[src/inc/smt_pkg.sv]
package smt_pkg;

  // ----------------------------------------------------------------
  // Register map and field layout
  // ----------------------------------------------------------------
  localparam int          NUM_CH      = 7;
  localparam int          CH1_IDX     = 1;
  localparam logic [6:0]  SLAVE_ADDR  = 7'h1A;
  localparam logic [7:0]  OFF_LOCAL   = 8'h07;
  localparam logic [7:0]  OFF_REMOTE1 = 8'h01;
  localparam logic [7:0]  OFF_REMOTE2 = 8'h02;
  localparam logic [7:0]  OFF_REMOTE3 = 8'h03;
  localparam logic [7:0]  OFF_REMOTE4 = 8'h04;
  localparam logic [7:0]  OFF_REMOTE5 = 8'h05;
  localparam logic [7:0]  OFF_REMOTE6 = 8'h06;
  localparam logic [7:0]  OFF_EXT1    = 8'h09;
  localparam logic [7:0]  OFF_CFG     = 8'h41;
  localparam int          CFG_TO_DIS  = 5;
  localparam logic [7:0]  CMD_POR     = 8'h00;
  localparam logic [7:0]  CFG_POR     = 8'h00;
  localparam logic [7:0]  TEMP_POR    = 8'h00;
  localparam logic [7:0]  TEMP_MAX    = 8'h7F;
  localparam logic [7:0]  TEMP_MIN    = 8'h00;
  localparam logic [7:0]  DIODE_OPEN  = 8'hFF;
  localparam logic [7:0]  DIODE_SHORT = 8'hEE;

  // Channel index 0 is the local sensor, 1..6 the remote diodes
  localparam logic [NUM_CH-1:0][7:0] TEMP_OFF = {
    OFF_REMOTE6, OFF_REMOTE5, OFF_REMOTE4, OFF_REMOTE3,
    OFF_REMOTE2, OFF_REMOTE1, OFF_LOCAL};

  // ----------------------------------------------------------------
  // Timing
  // ----------------------------------------------------------------
  localparam int CLK_HZ     = 40_000_000;
  localparam int TIMEOUT_MS = 37;
  localparam int TIMEOUT_CYC = TIMEOUT_MS * (CLK_HZ / 1000);
  localparam int CNT_W      = 24;

  // ----------------------------------------------------------------
  // Types
  // ----------------------------------------------------------------
  typedef enum logic [3:0] {
    ST_IDLE, ST_ADDR, ST_AACK, ST_CMD, ST_CACK,
    ST_WDATA, ST_WACK, ST_RDATA, ST_RACK, ST_WAIT
  } smt_st_t;

  typedef struct packed {
    logic scl;
    logic sda;
  } smt_pins_t;

  // Raw conversion result, signed, in steps of 0.125 degree
  typedef struct packed {
    logic signed [11:0] raw;
    logic               open;
    logic               short;
  } smt_conv_t;

  typedef struct packed {
    logic [7:0] hi;
    logic [2:0] frac;
  } smt_fmt_t;

  typedef struct packed {
    smt_st_t                  st;
    logic                     scl_p;
    logic                     sda_p;
    logic [7:0]               sh;
    logic [7:0]               tx;
    logic [2:0]               bits;
    logic                     done;
    logic                     rw;
    logic                     more;
    logic                     oe_n;
    logic [7:0]               ptr;
    logic [7:0]               cfg;
    logic [NUM_CH-1:0][7:0]   hi;
    logic [2:0]               ext;
    logic                     hold;
    logic [CNT_W-1:0]         hold_cnt;
    logic [CNT_W-1:0]         to_cnt;
  } smt_state_t;

  localparam smt_state_t STATE_POR = '{
    st: ST_IDLE, scl_p: 1'b1, sda_p: 1'b1, sh: 8'h00, tx: 8'h00,
    bits: 3'h0, done: 1'b0, rw: 1'b0, more: 1'b0, oe_n: 1'b1,
    ptr: CMD_POR, cfg: CFG_POR, hi: {NUM_CH{TEMP_POR}}, ext: 3'h0,
    hold: 1'b0, hold_cnt: '0, to_cnt: '0};

endpackage

[src/hdl/smt_sync.sv]
`timescale 1ns/1ps
`default_nettype none
module smt_sync (
  input  wire logic              clk_i,  // System clock
  input  wire logic              rst_i,  // Synchronous reset
  input  wire smt_pkg::smt_pins_t pins_i, // Raw bus pins
  output var  smt_pkg::smt_pins_t pins_o // Synchronised pins
);

  // ----------------------------------------------------------------
  // Two-stage synchroniser; idle bus level is high
  // ----------------------------------------------------------------
  smt_pkg::smt_pins_t [1:0] q_reg;
  smt_pkg::smt_pins_t [1:0] q_next;

  always_comb begin
    q_next = {q_reg[0], pins_i};
  end

  always_ff @(posedge clk_i) begin
    if (rst_i) begin
      q_reg <= {2{2'b11}};
    end else begin
      q_reg <= q_next;
    end
  end

  assign pins_o = q_reg[1];

endmodule
`default_nettype wire

[src/hdl/smt_temp_fmt.sv]
`timescale 1ns/1ps
`default_nettype none
module smt_temp_fmt #(
  parameter bit FULL_RES = 1'b0
) (
  input  wire smt_pkg::smt_conv_t conv_i, // Raw conversion result
  output smt_pkg::smt_fmt_t       fmt_o   // Register image
);

  logic signed [8:0] whole;

  always_comb begin
    whole = conv_i.raw[11:3];
    fmt_o = '{hi: smt_pkg::TEMP_MIN, frac: 3'h0};
    if (conv_i.open) begin
      fmt_o.hi = smt_pkg::DIODE_OPEN;
    end else if (conv_i.short) begin
      fmt_o.hi = smt_pkg::DIODE_SHORT;
    end else if (whole < 0) begin
      fmt_o.hi = smt_pkg::TEMP_MIN;
    end else if (whole > 9'sd127) begin
      fmt_o.hi = smt_pkg::TEMP_MAX;
    end else begin
      fmt_o.hi = whole[7:0];
      // three fraction bits on channel 1
      if (FULL_RES) begin
        fmt_o.frac = conv_i.raw[2:0];
      end
    end
  end

endmodule
`default_nettype wire

[src/hdl/smt_smbus_top.sv]
// Behaviour
// - Results and control appear as 8-bit registers.
// - Only one slave address is answered; all registers behind it.
// - Write byte, read byte, send byte and receive byte only.
// - Receive byte returns the register the stored pointer selects.
// - Channel 1 has 11 bits, LSB of 0.125 degree.
// - Other channels are 8 bits, one degree per count.
// - High byte in main register, three fraction bits in extended.
// - Reading extended register freezes channel 1 until high byte read.
// - Freeze released after one bus timeout, about 37 ms.
// - High byte unsigned, clamped to 0..127.
// - Open diode reads FF, shorted diode reads EE.
`timescale 1ns/1ps
`default_nettype none
module smt_smbus_top #(
  parameter int TIMEOUT_CYC = smt_pkg::TIMEOUT_CYC
) (
  input  wire logic                        clk_i,        // 40 MHz clock
  input  wire logic                        rst_i,        // Sync reset
  input  wire logic                        scl_i,        // Bus clock pin
  input  wire logic                        sda_i,        // Bus data pin in
  output logic                             sda_o,        // Bus data out
  output logic                             sda_oe_n_o,   // Low: drive pin
  input  wire logic [smt_pkg::NUM_CH-1:0]  conv_valid_i, // Result strobe
  input  wire smt_pkg::smt_conv_t [smt_pkg::NUM_CH-1:0] conv_i // Results
);

  // ----------------------------------------------------------------
  // Pin synchronisers and result formatting
  // ----------------------------------------------------------------
  smt_pkg::smt_pins_t                 pin;
  smt_pkg::smt_fmt_t [smt_pkg::NUM_CH-1:0] fmt;
  smt_pkg::smt_state_t                q_reg;
  smt_pkg::smt_state_t                q_next;
  localparam logic [smt_pkg::CNT_W-1:0] CNT_LAST =
    smt_pkg::CNT_W'(TIMEOUT_CYC - 1);

  smt_sync u_sync (
    .clk_i  (clk_i),
    .rst_i  (rst_i),
    .pins_i ({scl_i, sda_i}),
    .pins_o (pin)
  );

  for (genvar c = 0; c < smt_pkg::NUM_CH; c++) begin : g_fmt
    smt_temp_fmt #(
      .FULL_RES (c == smt_pkg::CH1_IDX)
    ) u_fmt (
      .conv_i (conv_i[c]),
      .fmt_o  (fmt[c])
    );
  end

  // ----------------------------------------------------------------
  // Bus events and read data
  // ----------------------------------------------------------------
  logic       rise;
  logic       fall;
  logic       start;
  logic       stop;
  logic       load;
  logic [7:0] rd_byte;

  always_comb begin
    rise  = !q_reg.scl_p && pin.scl;
    fall  = q_reg.scl_p && !pin.scl;
    start = q_reg.scl_p && pin.scl && q_reg.sda_p && !pin.sda;
    stop  = q_reg.scl_p && pin.scl && !q_reg.sda_p && pin.sda;
    load  = fall && ((q_reg.st == smt_pkg::ST_AACK && q_reg.rw) ||
                     (q_reg.st == smt_pkg::ST_RACK && q_reg.more));
    rd_byte = 8'h00;
    for (int c = 0; c < smt_pkg::NUM_CH; c++) begin
      if (q_reg.ptr == smt_pkg::TEMP_OFF[c]) begin
        rd_byte = q_reg.hi[c];
      end
    end
    // fraction sits in the top bits
    if (q_reg.ptr == smt_pkg::OFF_EXT1) begin
      rd_byte = {q_reg.ext, 5'h00};
    end
    if (q_reg.ptr == smt_pkg::OFF_CFG) begin
      rd_byte = q_reg.cfg;
    end
  end

  // ----------------------------------------------------------------
  // Next state
  // ----------------------------------------------------------------
  always_comb begin
    q_next       = q_reg;
    q_next.scl_p = pin.scl;
    q_next.sda_p = pin.sda;

    for (int c = 0; c < smt_pkg::NUM_CH; c++) begin
      if (conv_valid_i[c] && !(c == smt_pkg::CH1_IDX && q_reg.hold)) begin
        q_next.hi[c] = fmt[c].hi;
        if (c == smt_pkg::CH1_IDX) begin
          q_next.ext = fmt[c].frac;
        end
      end
    end

    if (q_reg.hold) begin
      if (q_reg.hold_cnt == CNT_LAST) begin
        q_next.hold = 1'b0;
      end else begin
        q_next.hold_cnt = q_reg.hold_cnt + 1'b1;
      end
    end

    unique case (q_reg.st)
      smt_pkg::ST_IDLE, smt_pkg::ST_WAIT: begin
      end
      smt_pkg::ST_ADDR, smt_pkg::ST_CMD, smt_pkg::ST_WDATA: begin
        if (rise) begin
          q_next.sh   = {q_reg.sh[6:0], pin.sda};
          q_next.bits = q_reg.bits + 3'h1;
          q_next.done = (q_reg.bits == 3'h7);
        end else if (fall && q_reg.done) begin
          q_next.done = 1'b0;
          q_next.oe_n = 1'b0;
          if (q_reg.st == smt_pkg::ST_ADDR) begin
            if (q_reg.sh[7:1] == smt_pkg::SLAVE_ADDR) begin
              q_next.rw = q_reg.sh[0];
              q_next.st = smt_pkg::ST_AACK;
            end else begin
              q_next.oe_n = 1'b1;
              q_next.st   = smt_pkg::ST_WAIT;
            end
          end else if (q_reg.st == smt_pkg::ST_CMD) begin
            q_next.ptr = q_reg.sh;
            q_next.st  = smt_pkg::ST_CACK;
          end else begin
            if (q_reg.ptr == smt_pkg::OFF_CFG) begin
              q_next.cfg = q_reg.sh;
            end
            q_next.st = smt_pkg::ST_WACK;
          end
        end
      end
      smt_pkg::ST_AACK: begin
        if (fall && !q_reg.rw) begin
          q_next.oe_n = 1'b1;
          q_next.bits = 3'h0;
          q_next.st   = smt_pkg::ST_CMD;
        end
      end
      smt_pkg::ST_CACK: begin
        if (fall) begin
          q_next.oe_n = 1'b1;
          q_next.bits = 3'h0;
          q_next.st   = smt_pkg::ST_WDATA;
        end
      end
      smt_pkg::ST_WACK: begin
        // one data byte only; more is not acked
        if (fall) begin
          q_next.oe_n = 1'b1;
          q_next.st   = smt_pkg::ST_WAIT;
        end
      end
      smt_pkg::ST_RDATA: begin
        if (rise) begin
          q_next.bits = q_reg.bits + 3'h1;
          q_next.done = (q_reg.bits == 3'h7);
        end else if (fall) begin
          if (q_reg.done) begin
            q_next.done = 1'b0;
            q_next.oe_n = 1'b1;
            q_next.st   = smt_pkg::ST_RACK;
          end else begin
            q_next.tx   = {q_reg.tx[6:0], 1'b0};
            q_next.oe_n = q_reg.tx[6];
          end
        end
      end
      smt_pkg::ST_RACK: begin
        if (rise) begin
          q_next.more = !pin.sda;
        end else if (fall && !q_reg.more) begin
          q_next.st = smt_pkg::ST_WAIT;
        end
      end
    endcase

    if (load) begin
      q_next.tx   = rd_byte;
      q_next.oe_n = rd_byte[7];
      q_next.bits = 3'h0;
      q_next.done = 1'b0;
      q_next.more = 1'b0;
      q_next.st   = smt_pkg::ST_RDATA;
      if (q_reg.ptr == smt_pkg::OFF_EXT1) begin
        q_next.hold     = 1'b1;
        q_next.hold_cnt = '0;
      end else if (q_reg.ptr == smt_pkg::OFF_REMOTE1) begin
        q_next.hold = 1'b0;
      end
    end

    // Bus stuck low too long frees the data line for the host
    if (q_reg.st != smt_pkg::ST_IDLE && !pin.scl) begin
      q_next.to_cnt = q_reg.to_cnt + 1'b1;
    end else begin
      q_next.to_cnt = '0;
    end
    if (q_reg.to_cnt == CNT_LAST && !q_reg.cfg[smt_pkg::CFG_TO_DIS]) begin
      q_next.st     = smt_pkg::ST_IDLE;
      q_next.oe_n   = 1'b1;
      q_next.to_cnt = '0;
    end

    // Start and stop win over any byte in progress
    if (start) begin
      q_next.st   = smt_pkg::ST_ADDR;
      q_next.bits = 3'h0;
      q_next.done = 1'b0;
      q_next.oe_n = 1'b1;
    end else if (stop) begin
      q_next.st   = smt_pkg::ST_IDLE;
      q_next.oe_n = 1'b1;
    end
  end

  always_ff @(posedge clk_i) begin
    if (rst_i) begin
      q_reg <= smt_pkg::STATE_POR;
    end else begin
      q_reg <= q_next;
    end
  end

  // Open drain: only ever pull low
  assign sda_o      = 1'b0;
  assign sda_oe_n_o = q_reg.oe_n;
endmodule
`default_nettype wire

[config.mk]
export PLATFORM = sky130hd
export DESIGN_NAME = smt_smbus_top
export DESIGN_NICKNAME = d
export VERILOG_FILES = /design/src/inc/smt_pkg.sv /design/src/hdl/smt_sync.sv /design/src/hdl/smt_temp_fmt.sv /design/src/hdl/smt_smbus_top.sv
export SDC_FILE = /design/constraint.sdc
export NUM_CORES = 1
export LEC_CHECK = 0
export BUFFER_PORTS_ARGS = -buffer_cell sky130_fd_sc_hd__clkbuf_2
export CAP_MARGIN = 0
export CORE_ASPECT_RATIO = 1.75
export CORE_MARGIN = 5
export CORE_UTILIZATION = 50
export CTS_BUF_LIST = sky130_fd_sc_hd__clkbuf_4
export CTS_CLUSTER_SIZE = 24
export DETAILED_ROUTE_END_ITERATION = 8
export PLACE_DENSITY = 0.8
export SETUP_SLACK_MARGIN = 0.1
export SLEW_MARGIN = 0
export SYNTH_ARGS = -nofsm -noshare
export SYNTH_HDL_FRONTEND = slang
export SYNTH_SLANG_ARGS = --single-unit
[constraint.sdc]
create_clock -name clk_i -period 1.81 [get_ports clk_i]
set_input_delay 0.181 -clock clk_i [delete_from_list [all_inputs] [get_ports clk_i]]
set_output_delay 0.181 -clock clk_i [all_outputs]
set_load 0.01 [all_outputs]
# After elaboration in Yosys (flattened, before gate mapping)
# Cells that the tools add are included.
# W data, S select, Z words.
[totals]
register_bits = 156
wordCells = 258
in_bits = 109
output_inout_bits = 2
[classes]
n_eq_ne = 57
order_cmp = 14
reduce_logical = 54
n_mux = 97
bitwise_logic = 4
addsub = 3
[ops]
columns = ["op", "count"]
rows = [
  ["$mux W8", 40],
  ["$gt A9 B8 Y1 const B", 7],
  ["$lt A9 B1 Y1 const B", 7],
  ["$mux W25", 2],
  ["$add A24 B1 Y24 const B", 2],
  ["$eq A24 B21 Y1 const B", 2],
  ["$mux W24", 2],
  ["$mux W4", 12],
  ["$ne A6 B6 Y1 const B", 7],
  ["$mux W17", 2],
  ["$reduce_and A11 Y1", 3],
  ["$eq A8 B3 Y1 const B", 4],
  ["$ne A3 B3 Y1 const B", 10],
  ["$mux W7", 4],
  ["$mux W3", 8],
  ["$pmux W4 S6", 1],
  ["$mux W1", 19],
  ["$eq A4 B3 Y1 const B", 4],
  ["$eq A8 B2 Y1 const B", 2],
  ["$logic_and A1 B1 Y1", 16],
  ["$mux W16", 1],
  ["$ne A2 B2 Y1 const B", 8],
  ["$ne A6 B4 Y1 const B", 2],
  ["$mux W11", 1],
  ["other kinds (37)", 63],
]

# Longest topological paths before layout
# Gate-level depths: netlist (run 1).
[depth]
depth_word = 11
depth_mapped = 9
depth_no_buf = 8

# By module
# A second synthesis (run 1) with hierarchy kept.
[hier_totals]
cells_unflattened = 988
area_unflattened_um2 = 8254.2
[by_module_without_submodules]
columns = ["mod", "instances", "seq_area_each_um2", "cells_each", "area_per_inst_um2"]
rows = [
  ["smt_smbus_top", 1, 3042.9, 832, 7388.3],
  ["smt_temp_fmt (g_fmt[0].u_fmt ...)", 6, 0.0, 21, 106.4],
  ["smt_temp_fmt (g_fmt[1].u_fmt)", 1, 0.0, 22, 122.6],
  ["smt_sync", 1, 80.1, 8, 105.1],
]

# Worst setup path after synthesis (run 1)
# Ideal clock, no wire load.
[synth_timing]
kind = "reg-to-reg"
startpoint = "reg q_reg[24] in the netlist's numbering"
endpoint = "reg q_reg[46] in the netlist's numbering"
setup_time_ps = 128
path_stages_with_launch = 8
synth_period_minus_slack_ps = 1971
t_required_ps = 1682
n_path_buf = 0
arrival_ps = 1843
slack_ps = -161
path_cell_list = "dfxtp_1 > ha_1 > nand2_1 > or4_1 > o2111ai_2 > nor3_1 > xnor2_1 > nor2_1"
[synth_via]
elab_chain_len = 5
word_cells_on_any_way = 6
classes_between = "add/sub (1); eq/ne (1); mux (4)"
[synth_lines]
columns = ["element", "line", "rtl"]
rows = [
  ["start: declaration", "smt_smbus_top.sv:33", "smt_pkg::smt_state_t q_reg;"],
  ["start signal: assignment", "smt_smbus_top.sv:227", "q_reg <= smt_pkg::STATE_POR;"],
  ["start signal: assignment", "smt_smbus_top.sv:229", "q_reg <= q_next;"],
  ["$add A24 B1 Y24 or $eq A24 B21 Y1 (tied branches)", "smt_smbus_top.sv:107, smt_smbus_top.sv:104", ""],
  ["$mux W24 *", "smt_smbus_top.sv:104", "if (q_reg.hold_cnt == CNT_LAST) begin"],
  ["$mux W25 *", "smt_smbus_top.sv:103", "if (q_reg.hold) begin"],
  ["$mux W24", "smt_smbus_top.sv:193", "if (q_reg.ptr == smt_pkg::OFF_EXT1) begin"],
  ["$mux W25 *", "smt_smbus_top.sv:186", "if (load) begin"],
]
# Mark *: on every way between the ends. The rest lies on a longest branch, timed or not.
# A chain may end at the register's enable or synchronous reset.

# Worst setup path after layout (run 1)
[layout_timing]
startpoint = "reg q_reg[25] in the netlist's numbering"
endpoint = "reg q_reg[30] in the netlist's numbering"
# Same word-level chain as after synthesis.

==> out/metrics.cfg, run 1 <==
[placed_design]
io_buffers = 91
gp_congestion = 0.9854
post-place-cells = 1316
dp_hpwl_um = 16050
place_ws_ns = -0.1569

[worst_setup_path]
critPathMaxFanout = 4
path_delay_family = simple AND/OR/NAND/NOR gates
crit_top_cell = buf_6
path_buf_inv = 3
crit_path_cell_trace = ha_4 > nand2_2 > or4_4 > buf_6 > o21ai_4 > buf_6 > buf_6 > nor3_2 > xnor2_1 > nor2_1
cp.required_ns = 2.24
crit_path_max_incr_delay_ns = 0.56
critPathCaptureType = flip-flop
critPathKind = flip-flop to flip-flop
slowest_stage = or4_4
cp-start-kind = flip-flop
crit_arrival_ns = 2.52

[die]
ios = 111
dieArea_mm2 = 0.01832
rows = 60
coreArea_mm2 = 0.01539
die_h_um = 175.3
initial_core_util_pct = 50.74
dieWidth_um = 104.5

[finish]
fin_util_pct = 75.17
fillers = 884
nets = 1396
largest_reg_flops = 151
syn_to_final_growth_pct = 48.15
drive_above_1_share_pct = 32.38
final_cells = 1478

[power_and_ir_drop]
seq_power_share_pct = 50.7
power.internal_mw = 5.016
p_leak_nw = 4.524
switching_power_mw = 2.314
p_total_mw = 7.330
cellPowerDensity_mw_per_mm2 = 633.6
irDropWorstVdd_mv = 0.6061
share_comb_of_total_power_pct = 22.8
clkPwrFrac_pct = 26.5
switching_share_pct = 31.56

[yosys]
syn_avg_cell_area_um2 = 8.151
syn_area_mm2 = 0.007809
ys_top_cells_by_count = nor2_1, dfxtp_1, nand2_1
synth_edf_count = 0
synth_top_family_by_area = simple AND/OR/NAND/NOR gates
async_flop_share_pct = 0
synth.distinct_cells = 74
ys_seq_area_share_pct = 39.99
yosysMostFrequentCell = nor2_1
synth_xor_area_share_pct = 4.599
mappedNetlistNets = 1076
synth_top_area_share_pct = 39.99
synth_flop_cell = dfxtp_1
synth_mux_area_share_pct = 4.358
synth-compound-area-share_pct = 17.95
yosysWarnings = 0
ys_seq_elements = 156
synth_area_leaders = dfxtp_1, nor2_1, a211oi_1
syn_inst = 958
synthSimpleGateAreaFrac_pct = 27.94
synthAdderAreaFrac_pct = 1.442
yosysTopAreaCell = dfxtp_1

[run_status]
status = complete, but fails checks
violations = setup timing

[timing]
rsz0062_at_grt = yes
worstMarginPinSlew_ns = 0.5405
setup_viol = 59
finalHoldViolCount = 0
relSlewSlack_pct = 63.89
fin_crit_ns = 2.091
min_period_over_period_pct = 115.5
finClkSkew_ns = 0.03231
report.final.slew_viol_count = 0
fmax_mhz = 478.3
fin_ws_ns = -0.2806

[detailed_routing]
via_count = 8883
viasPerCell = 6.010
drtIter0Drc = 613
drtPass1Iterations = 5
ant_nets = 0
wl_per_cell_um = 18.49
drc = 0
drt-total-wl_um = 27320

[grt]
grt_overflow_total = 0
grt_max_degree = 34
grt_pass1_wl_um = 41990
grt_pass1_vias = 9030
grtUsageTotal_pct = 27.62
antenna_found_initial = 1

[clock_tree]
path_clk_slew_ns = 0.14
cts.htree.levels = 4
clkLatencyLatePin_ns = 0.55
cts_tree = built
root_buffer = clkbuf_4
cts_buffer_depth = 2
clock-sinks = 156
numCtsBuffers = 17

[min_path]
hp-class = input pin to flip-flop

[run]
maxCapViolCount = 0

power by group through the flow:
| stage | Sequential (mW) | Combinational (mW) | Clock, mW |
|---|---|---|---|
| 2_1_floorplan | 3.72 | 0.699 | 0 |
| 3_3_place_gp | 3.77 | 1.17 | 0 |
| 3_5_place_dp | 3.77 | 1.20 | 0 |
| 4_1_cts | 3.70 | 1.40 | 1.95 |
| 5_1_grt | 3.73 | 1.79 | 2.12 |
| 6_report | 3.71 | 1.67 | 1.95 |
metal layers:
| metal | vias up | global-route usage, % | part of all wire (%) |
|---|---|---|---|
| met5 | - | 0 | 0 |
| met2 | 412 | 52.06 | 53 |
| met3 | 184 | 4.561 | 4.5 |
| met1 | 4209 | 26.31 | 34 |
| met4 | 0 | 20.10 | 8.0 |
| li1 | 4078 | - | - |
worst min-delay path: stages:
cell and delay (ns):
clkbuf_2 0.09, a21boi_0 0.09, nor3_1 0.15
layout make-up:
| cell class | instances | area [µm²] | area share (%) |
|---|---|---|---|
| tap | 186 | 232.7 | 2.012 |
| clock inverter | 14 | 107.6 | 0.9301 |
| clock buffer | 18 | 135.1 | 1.168 |
| sequential | 156 | 3156 | 27.28 |
| multi-input combinational | 734 | 5017 | 43.37 |
| inverter | 19 | 71.32 | 0.6165 |
| timing repair buffer | 350 | 2846 | 24.61 |
| antenna | 1 | 2.502 | 0.02163 |
through the flow:
stage	hold slack [ns]	area [µm²]	setup TNS [ns]
floorplan	0.2848	7936	-0.002436
global placement	0.3676	9455	-0.9480
detailed placement	0.3673	9455	-2.344
CTS	0.001163	11080	-1.968
global route	0.01942	11570	-10.75
finish	0.02497	11570	-7.258
repair_timing:
action | CTS | global route
pin swaps | 32 | 41
setup endpoints to repair | 87 | 99
resized for setup | 79 | 81
buffers inserted | 12 | 17
gates cloned | 2 | 2
hold buffers | 99 | 1
hold endpoints to repair | 57 | 1
cell families after synthesis:
logic type	count (synthesis)
and+or+nand+nor	442
other	1
adders and majority gates	9
xor gates and xnor gates	41
AOI/OAI and AO/OA	205
buffers and inverters	70
muxes	34
DFF	156
path summary, 6_finish.rpt:
kind / from / depth (start not counted) / slack (ns) / end
worst max-delay path: q_reg[25]$_SDFF_PP0_ / 10 / -0.28 / q_reg[30]$_SDFF_PP0_
worst min-delay path: conv_i[21] / 3 / 0.02 / q_reg[62]$_SDFFE_PP0P_
worst max register to register: q_reg[25]$_SDFF_PP0_ / 10 / -0.28 / q_reg[30]$_SDFF_PP0_
worst min register to register: u_sync.q_next[3]$_SDFF_PP1_ / 1 / 0.42 / u_sync.pins_o[1]$_SDFF_PP1_
cells in the final DEF (no fill, tap or decap), drive strengths merged, types with 5 or more instances in the layout:
| cell | n |
|---|---|
| a211oi | 46 |
| a21boi | 5 |
| a21oi | 43 |
| a22o | 7 |
| a22oi | 10 |
| and3 | 12 |
| buf | 162 |
| clkbuf | 109 |
| clkinv | 6 |
| dfxtp | 156 |
| dlygate4sd3 | 97 |
| ha | 9 |
| inv | 26 |
| mux2i | 34 |
| nand2 | 61 |
| nand2b | 41 |
| nand3 | 21 |
| nand4 | 17 |
| nor2 | 183 |
| nor2b | 11 |
| nor3 | 39 |
| nor4 | 13 |
| o211ai | 7 |
| o21ai | 38 |
| o22ai | 7 |
| or2 | 7 |
| or3 | 12 |
| xnor2 | 16 |
| xor2 | 25 |
Note: power is estimated with default switching activity, not from simulation.
==> run 2, diff against run 1 <==
GPL_TIMING_DRIVEN = 0   (was not set)
PLACE_DENSITY = 0.77   (was 0.8)
clock period = 2.35 ns   (was 1.81 ns; I/O delays follow)
==> out/metrics.cfg, run 2 (synthesis gave the netlist of run 1 again) <==
[run_status]
status = completed  ; was complete, but fails checks

[power_and_ir_drop]
p_total_mw = 5.620  ; was 7.330 mW
irDropWorstVdd_mv = 0.3680  ; was 0.6061 mV
cellPowerDensity_mw_per_mm2 = 581.1  ; was 633.6 mW/mm²
p_leak_nw = 3.684  ; was 4.524 nW

[clock_tree]
numCtsBuffers = 17  ; unchanged
root_buffer = clkbuf_4  ; unchanged
clock-sinks = 156  ; unchanged
path_clk_slew_ns = 0.15  ; was 0.14 ns
cts.htree.levels = 4  ; unchanged
cts_buffer_depth = 2  ; unchanged
clkLatencyLatePin_ns = 0.57  ; was 0.55 ns
cts_tree = built  ; unchanged

[placed_design]
io_buffers = 91  ; unchanged
place_area_mm2 = 0.008497  ; was 0.009455 mm²
dp_hpwl_um = 16050  ; about the same
gp_congestion = 1.004  ; was 0.9854
post-place-cells = 1235  ; was 1,316
place_ws_ns = -0.1307  ; was -0.1569 ns

[finish]
stdcell_area_mm2 = 0.009672  ; was 0.01157 mm²
drive_above_1_share_pct = 14.93  ; was 32.38%
layout_commonest_cell = nor2_1  ; unchanged
layout_common_cells = nor2_1, dfxtp_1, clkbuf_2  ; was nor2_1, dfxtp_1, buf_4
final_cells = 1346  ; was 1,478
fin_util_pct = 62.85  ; was 75.17%
largest_reg_flops = 151  ; unchanged
nets = 1264  ; was 1,396
fillers = 1320  ; was 884
syn_to_final_growth_pct = 23.86  ; was 48.15%

[timing]
fin_ws_ns = 0.2040  ; was -0.2806 ns
hold_ws_ns = 0.01603  ; was 0.02497 ns
rsz0062_at_grt = yes  ; unchanged
fmax_mhz = 466.0  ; was 478.3 MHz
finClkSkew_ns = 0.03034  ; was 0.03231 ns
fin_crit_ns = 2.146  ; was 2.091 ns
finalHoldViolCount = 0  ; unchanged
setup_viol = 0  ; was 59
relSlewSlack_pct = 55.20  ; was 63.89%
min_period_over_period_pct = 91.32  ; was 115.5%
worstMarginPinSlew_ns = 0.6720  ; was 0.5405 ns
tns_ns = 0  ; was -7.258 ns
report.final.slew_viol_count = 0  ; unchanged

[grt]
antenna_found_initial = 1  ; unchanged
grt_pass1_vias = 7900  ; was 9,030
grt_pass1_wl_um = 36870  ; was 41,990 µm
grtUsageTotal_pct = 24.29  ; was 27.62%
grt_overflow_total = 0  ; unchanged
grt_max_degree = 17  ; was 34

[worst_setup_path]
cp.required_ns = 2.78  ; was 2.24 ns
path_delay_family = compound AO/OA/AOI/OAI gates  ; was simple AND/OR/NAND/NOR gates
path_buf_inv = 2  ; was 3
cp-start-kind = flip-flop  ; unchanged
critPathKind = flip-flop to flip-flop  ; unchanged
slowest_stage = dfxtp_1  ; was or4_4
critPathCaptureType = flip-flop  ; unchanged
crit_path_cell_trace = clkbuf_1 > buf_2 > nand2_1 > a22o_1 > a221o_1 > o21ai_0 > o211ai_1  ; was ha_4 > nand2_2 > or4_4 > buf_6 > o21ai_4 > buf_6 > buf_6 > nor3_2 > xnor2_1 > nor2_1
crit_arrival_ns = 2.57  ; was 2.52 ns
crit_path_max_incr_delay_ns = 0.51  ; was 0.56 ns
critPathMaxFanout = 10  ; was 4

[die]
coreArea_mm2 = 0.01539  ; unchanged
rows = 60  ; unchanged
dieArea_mm2 = 0.01832  ; unchanged
dieWidth_um = 104.5  ; unchanged
ios = 111  ; unchanged
die_h_um = 175.3  ; unchanged
initial_core_util_pct = 50.74  ; unchanged

[detailed_routing]
wl_per_cell_um = 16.86  ; was 18.49 µm
drtPass1Iterations = 5  ; unchanged
viasPerCell = 5.809  ; was 6.010
drtIter0Drc = 381  ; was 613
drc = 0  ; unchanged
ant_nets = 0  ; unchanged
via_count = 7819  ; was 8,883
drt-total-wl_um = 22700  ; was 27,320 µm

[min_path]
hp-class = input pin to flip-flop  ; unchanged

[run]
maxCapViolCount = 0  ; unchanged

run 2: changes by cell type in the layout (fill, tap and decap cells not counted), sizes merged, moves of 3 or more:
| cell | change |
|---|---|
| buf | -141 |
| clkbuf | +33 |
| dlygate4sd3 | -23 |
| clkinv | -4 |
| bufinv | +3 |
| inv | +3 |
run 2: worst reg2reg max path: stages, from the launching register on:
cell	delay [ns]
dfxtp_1	0.51
clkbuf_1	0.37
buf_2	0.31
nand2_1	0.07
a22o_1	0.18
a221o_1	0.33
o21ai_0	0.13
o211ai_1	0.11
run 2: cell type report:
| type | count | area, µm² | area share [%] |
|---|---|---|---|
| Inverter | 19 | 71.32 | 0.7374 |
| Timing Repair Buffer | 169 | 1239 | 12.81 |
| Multi-Input combinational cell | 732 | 4451 | 46.02 |
| Tap cell | 186 | 232.7 | 2.406 |
| Clock inverter | 15 | 196.4 | 2.031 |
| Clock buffer | 17 | 127.6 | 1.320 |
| Sequential cell | 156 | 3126 | 32.32 |
| Buffer | 51 | 226.5 | 2.342 |
| Antenna cell | 1 | 2.502 | 0.02587 |
run 2: worst paths after layout:
kind,startpoint,end,slack [ns],depth (start not counted)
min reg2reg,u_sync.q_next[3]$_SDFF_PP1_,u_sync.pins_o[1]$_SDFF_PP1_,0.43,1
max reg2reg,q_reg[149]$_SDFFE_PP0P_,sda_oe_n_o$_SDFFE_PP1P_,0.20,7
max,q_reg[149]$_SDFFE_PP0P_,sda_oe_n_o$_SDFFE_PP1P_,0.20,7
min,conv_i[21],q_reg[62]$_SDFFE_PP0P_,0.02,3
run 2: per-layer routing:
metal  GRT usage [%]  part of all wire (%)
met5               0                     0
met4           15.02                   6.3
met3           3.862                   3.9
met2           46.53                    54
met1           23.71                    36
run 2: what timing repair did:
item | 4_1_cts | 5_1_grt
pin swaps | 2 | 2
buffers inserted | 3 | 1
gates resized for setup | 6 | 16
cloned | 0 | 0
endpoints found under the setup margin | 34 | 65
hold buffers | 74 | 0
endpoints found under the hold margin | 53 | 0
run 2: report_power, final:
part | total (mW) | internal (mW) | switching (mW)
logic | 0.908 | 0.412 | 0.496
clock network | 1.87 | 0.780 | 1.09
registers | 2.85 | 2.75 | 0.0960
==> run 3, diff against run 2 <==
--- a/config.mk
+++ b/config.mk
@@ -16,5 +16,5 @@
 export GPL_TIMING_DRIVEN = 0
 export PLACE_DENSITY = 0.77
-export SETUP_SLACK_MARGIN = 0.1
+export SETUP_SLACK_MARGIN = 0.15
 export SLEW_MARGIN = 0
 export SYNTH_ARGS = -nofsm -noshare
==> constraint.sdc (replaced) <==
create_clock -name clk_i -period 2.35 [get_ports clk_i]
set_input_delay 0.5875 -clock clk_i [delete_from_list [all_inputs] [get_ports clk_i]]
set_output_delay 0.5875 -clock clk_i [all_outputs]
set_load 0.01 [all_outputs]
==> out/metrics.cfg, run 3 (synthesis gave the netlist of run 1 again) <==
[run_status]
status = completed  ; unchanged

[worst_setup_path]
ff2ff_path_depth = 5  ; was 7
critPathKind = flip-flop to flip-flop  ; unchanged
reg2reg_slack_ns = 0.20  ; about the same
r2r_start = q_reg[120]$_SDFFE_PP0P_  ; was q_reg[149]$_SDFFE_PP0P_
cp.required_ns = 2.85  ; was 2.78 ns
critPathCaptureType = flip-flop  ; unchanged
startpoint = q_reg[120]$_SDFFE_PP0P_  ; was q_reg[149]$_SDFFE_PP0P_
cp-start-kind = flip-flop  ; unchanged
r2r-end = q_reg[133]$_SDFFE_PP0P_  ; was sda_oe_n_o$_SDFFE_PP1P_
crit_arrival_ns = 2.65  ; was 2.57 ns
slowest_stage = or4_4  ; was dfxtp_1
critPathMaxFanout = 5  ; was 10
cp-endpoint = q_reg[133]$_SDFFE_PP0P_  ; was sda_oe_n_o$_SDFFE_PP1P_
crit_path_max_incr_delay_ns = 0.56  ; was 0.51 ns
crit_path_cell_trace = or4_4 > nor3_1 > a21oi_1 > a311o_1 > o211ai_1  ; was clkbuf_1 > buf_2 > nand2_1 > a22o_1 > a221o_1 > o21ai_0 > o211ai_1

[run]
maxCapViolCount = 0  ; unchanged

[grt]
grtUsageTotal_pct = 22.39  ; was 24.29%
grt_overflow_total = 0  ; unchanged
grt_pass1_vias = 7232  ; was 7,900
antenna_found_initial = 1  ; unchanged
grt_pass1_wl_um = 33950  ; was 36,870 µm
grt_max_degree = 17  ; unchanged

[finish]
fillers = 1425  ; was 1,320
nets = 1192  ; was 1,264
layout_common_cells = nor2_1, dfxtp_1, clkbuf_2  ; unchanged
fin_util_pct = 58.37  ; was 62.85%
layout_commonest_cell = nor2_1  ; unchanged
syn_to_final_growth_pct = 15.03  ; was 23.86%
largest_reg_flops = 151  ; unchanged
drive_above_1_share_pct = 16.65  ; was 14.93%

[power_and_ir_drop]
cellPowerDensity_mw_per_mm2 = 611.8  ; was 581.1 mW/mm²
irDropWorstVdd_mv = 0.3484  ; was 0.3680 mV
p_leak_nw = 3.414  ; was 3.684 nW

[die]
dieWidth_um = 104.5  ; unchanged
initial_core_util_pct = 50.74  ; unchanged
rows = 60  ; unchanged
ios = 111  ; unchanged
die_h_um = 175.3  ; unchanged
dieArea_mm2 = 0.01832  ; unchanged
coreArea_mm2 = 0.01539  ; unchanged

[placed_design]
dp_hpwl_um = 16050  ; unchanged
io_buffers = 91  ; unchanged
place_ws_ns = -0.1307  ; unchanged
gp_congestion = 1.004  ; unchanged

[timing]
setup_viol = 0  ; unchanged
hold_ws_ns = 0.1945  ; was 0.01603 ns
finalHoldViolCount = 0  ; unchanged
fmax_mhz = 465.0  ; was 466.0 MHz
min_period_over_period_pct = 91.51  ; was 91.32%
rsz0062_at_grt = no  ; was yes
report.final.slew_viol_count = 0  ; unchanged
worstMarginPinSlew_ns = 0.6726  ; was 0.6720 ns
fin_ws_ns = 0.1995  ; was 0.2040 ns
finClkSkew_ns = 0.02576  ; was 0.03034 ns
relSlewSlack_pct = 55.16  ; was 55.20%
fin_crit_ns = 2.151  ; was 2.146 ns

[clock_tree]
holdBufCountCts = 0  ; was 74
cts_tree = built  ; unchanged
numCtsBuffers = 17  ; unchanged
path_clk_slew_ns = 0.14  ; was 0.15 ns
cts.htree.levels = 4  ; unchanged
root_buffer = clkbuf_4  ; unchanged
clkLatencyLatePin_ns = 0.57  ; about the same
cts_buffer_depth = 2  ; unchanged
clock-sinks = 156  ; unchanged

[detailed_routing]
drtPass1Iterations = 7  ; was 5
viasPerCell = 5.807  ; was 5.809
drc = 0  ; unchanged
via_count = 7398  ; was 7,819
ant_nets = 0  ; unchanged
wl_per_cell_um = 16.54  ; was 16.86 µm
drtIter0Drc = 351  ; was 381
drt-total-wl_um = 21070  ; was 22,700 µm

[min_path]
hp-class = input pin to flip-flop  ; unchanged

==> run 3: cell type report <==
class                           count  area [µm²]  share of cell area [%]
Buffer                             51       246.5                   2.744
Inverter                           19       71.32                  0.7940
Tap cell                          186       232.7                   2.591
Sequential cell                   156        3127                   34.81
Timing Repair Buffer               97       513.0                   5.711
Antenna cell                        1       2.502                 0.02786
Multi-Input combinational cell    732        4466                   49.71
Clock buffer                       17       127.6                   1.421
Clock inverter                     15       196.4                   2.187
==> run 3: through the flow <==
stage | area [µm²] | instances | power (mW) | TNS, ns
global route | 8982 | 1274 | 5.743 | 0
detailed placement | 8497 | 1235 | 3.664 | -2.372
finish | 8982 | 1274 | 5.495 | 0
CTS | 8867 | 1270 | 5.512 | 0
global placement | 8497 | 1235 | 3.658 | -2.551
floorplan | 7809 | 958 | 3.393 | 0
==> run 3: timing repair <==
action / CTS / global route
resized for setup: 8 / 31
endpoints found under the setup margin: 44 / 72
pin swaps: 2 / 4
buffers inserted: 3 / 3
==> run 3: worst min path at each step <==
stage | from | to | cells past startpoint
3_5_place_dp | u_sync.q_next[3]$_SDFF_PP1_ | u_sync.pins_o[1]$_SDFF_PP1_ | 1
6_report | sda_i | u_sync.q_next[2]$_SDFF_PP1_ | 2
5_1_grt | sda_i | u_sync.q_next[2]$_SDFF_PP1_ | 2
3_3_place_gp | u_sync.q_next[2]$_SDFF_PP1_ | u_sync.pins_o[0]$_SDFF_PP1_ | 1
4_1_cts | sda_i | u_sync.q_next[2]$_SDFF_PP1_ | 2
2_1_floorplan | u_sync.q_next[2]$_SDFF_PP1_ | u_sync.pins_o[0]$_SDFF_PP1_ | 1
==> run 3: layer usage <==
layer | global-route usage (%) | vias to the layer above | part of all wire [%]
met3 | 3.384 | 72 | 4.1
li1 | - | 3656 | -
met4 | 12.43 | 0 | 5.2
met5 | 0 | - | 0
met2 | 43.28 | 248 | 54
met1 | 22.22 | 3422 | 37
==> run 3: report_power, final <==
group / leakage [nW] / switching (mW) / internal [mW]
Combinational: 1.96 / 0.463 / 0.331
Sequential: 1.28 / 0.0938 / 2.75
Clock: 0.177 / 1.08 / 0.780
==> run 3: critical path, delay by kind of cell (launching register included) <==
| kind | cells | cell delay [ns] |
|---|---|---|
| AO/OA/AOI/OAI | 3 | 0.67 |
| flip-flops | 1 | 0.37 |
| AND/OR/NAND/NOR | 2 | 1.03 |
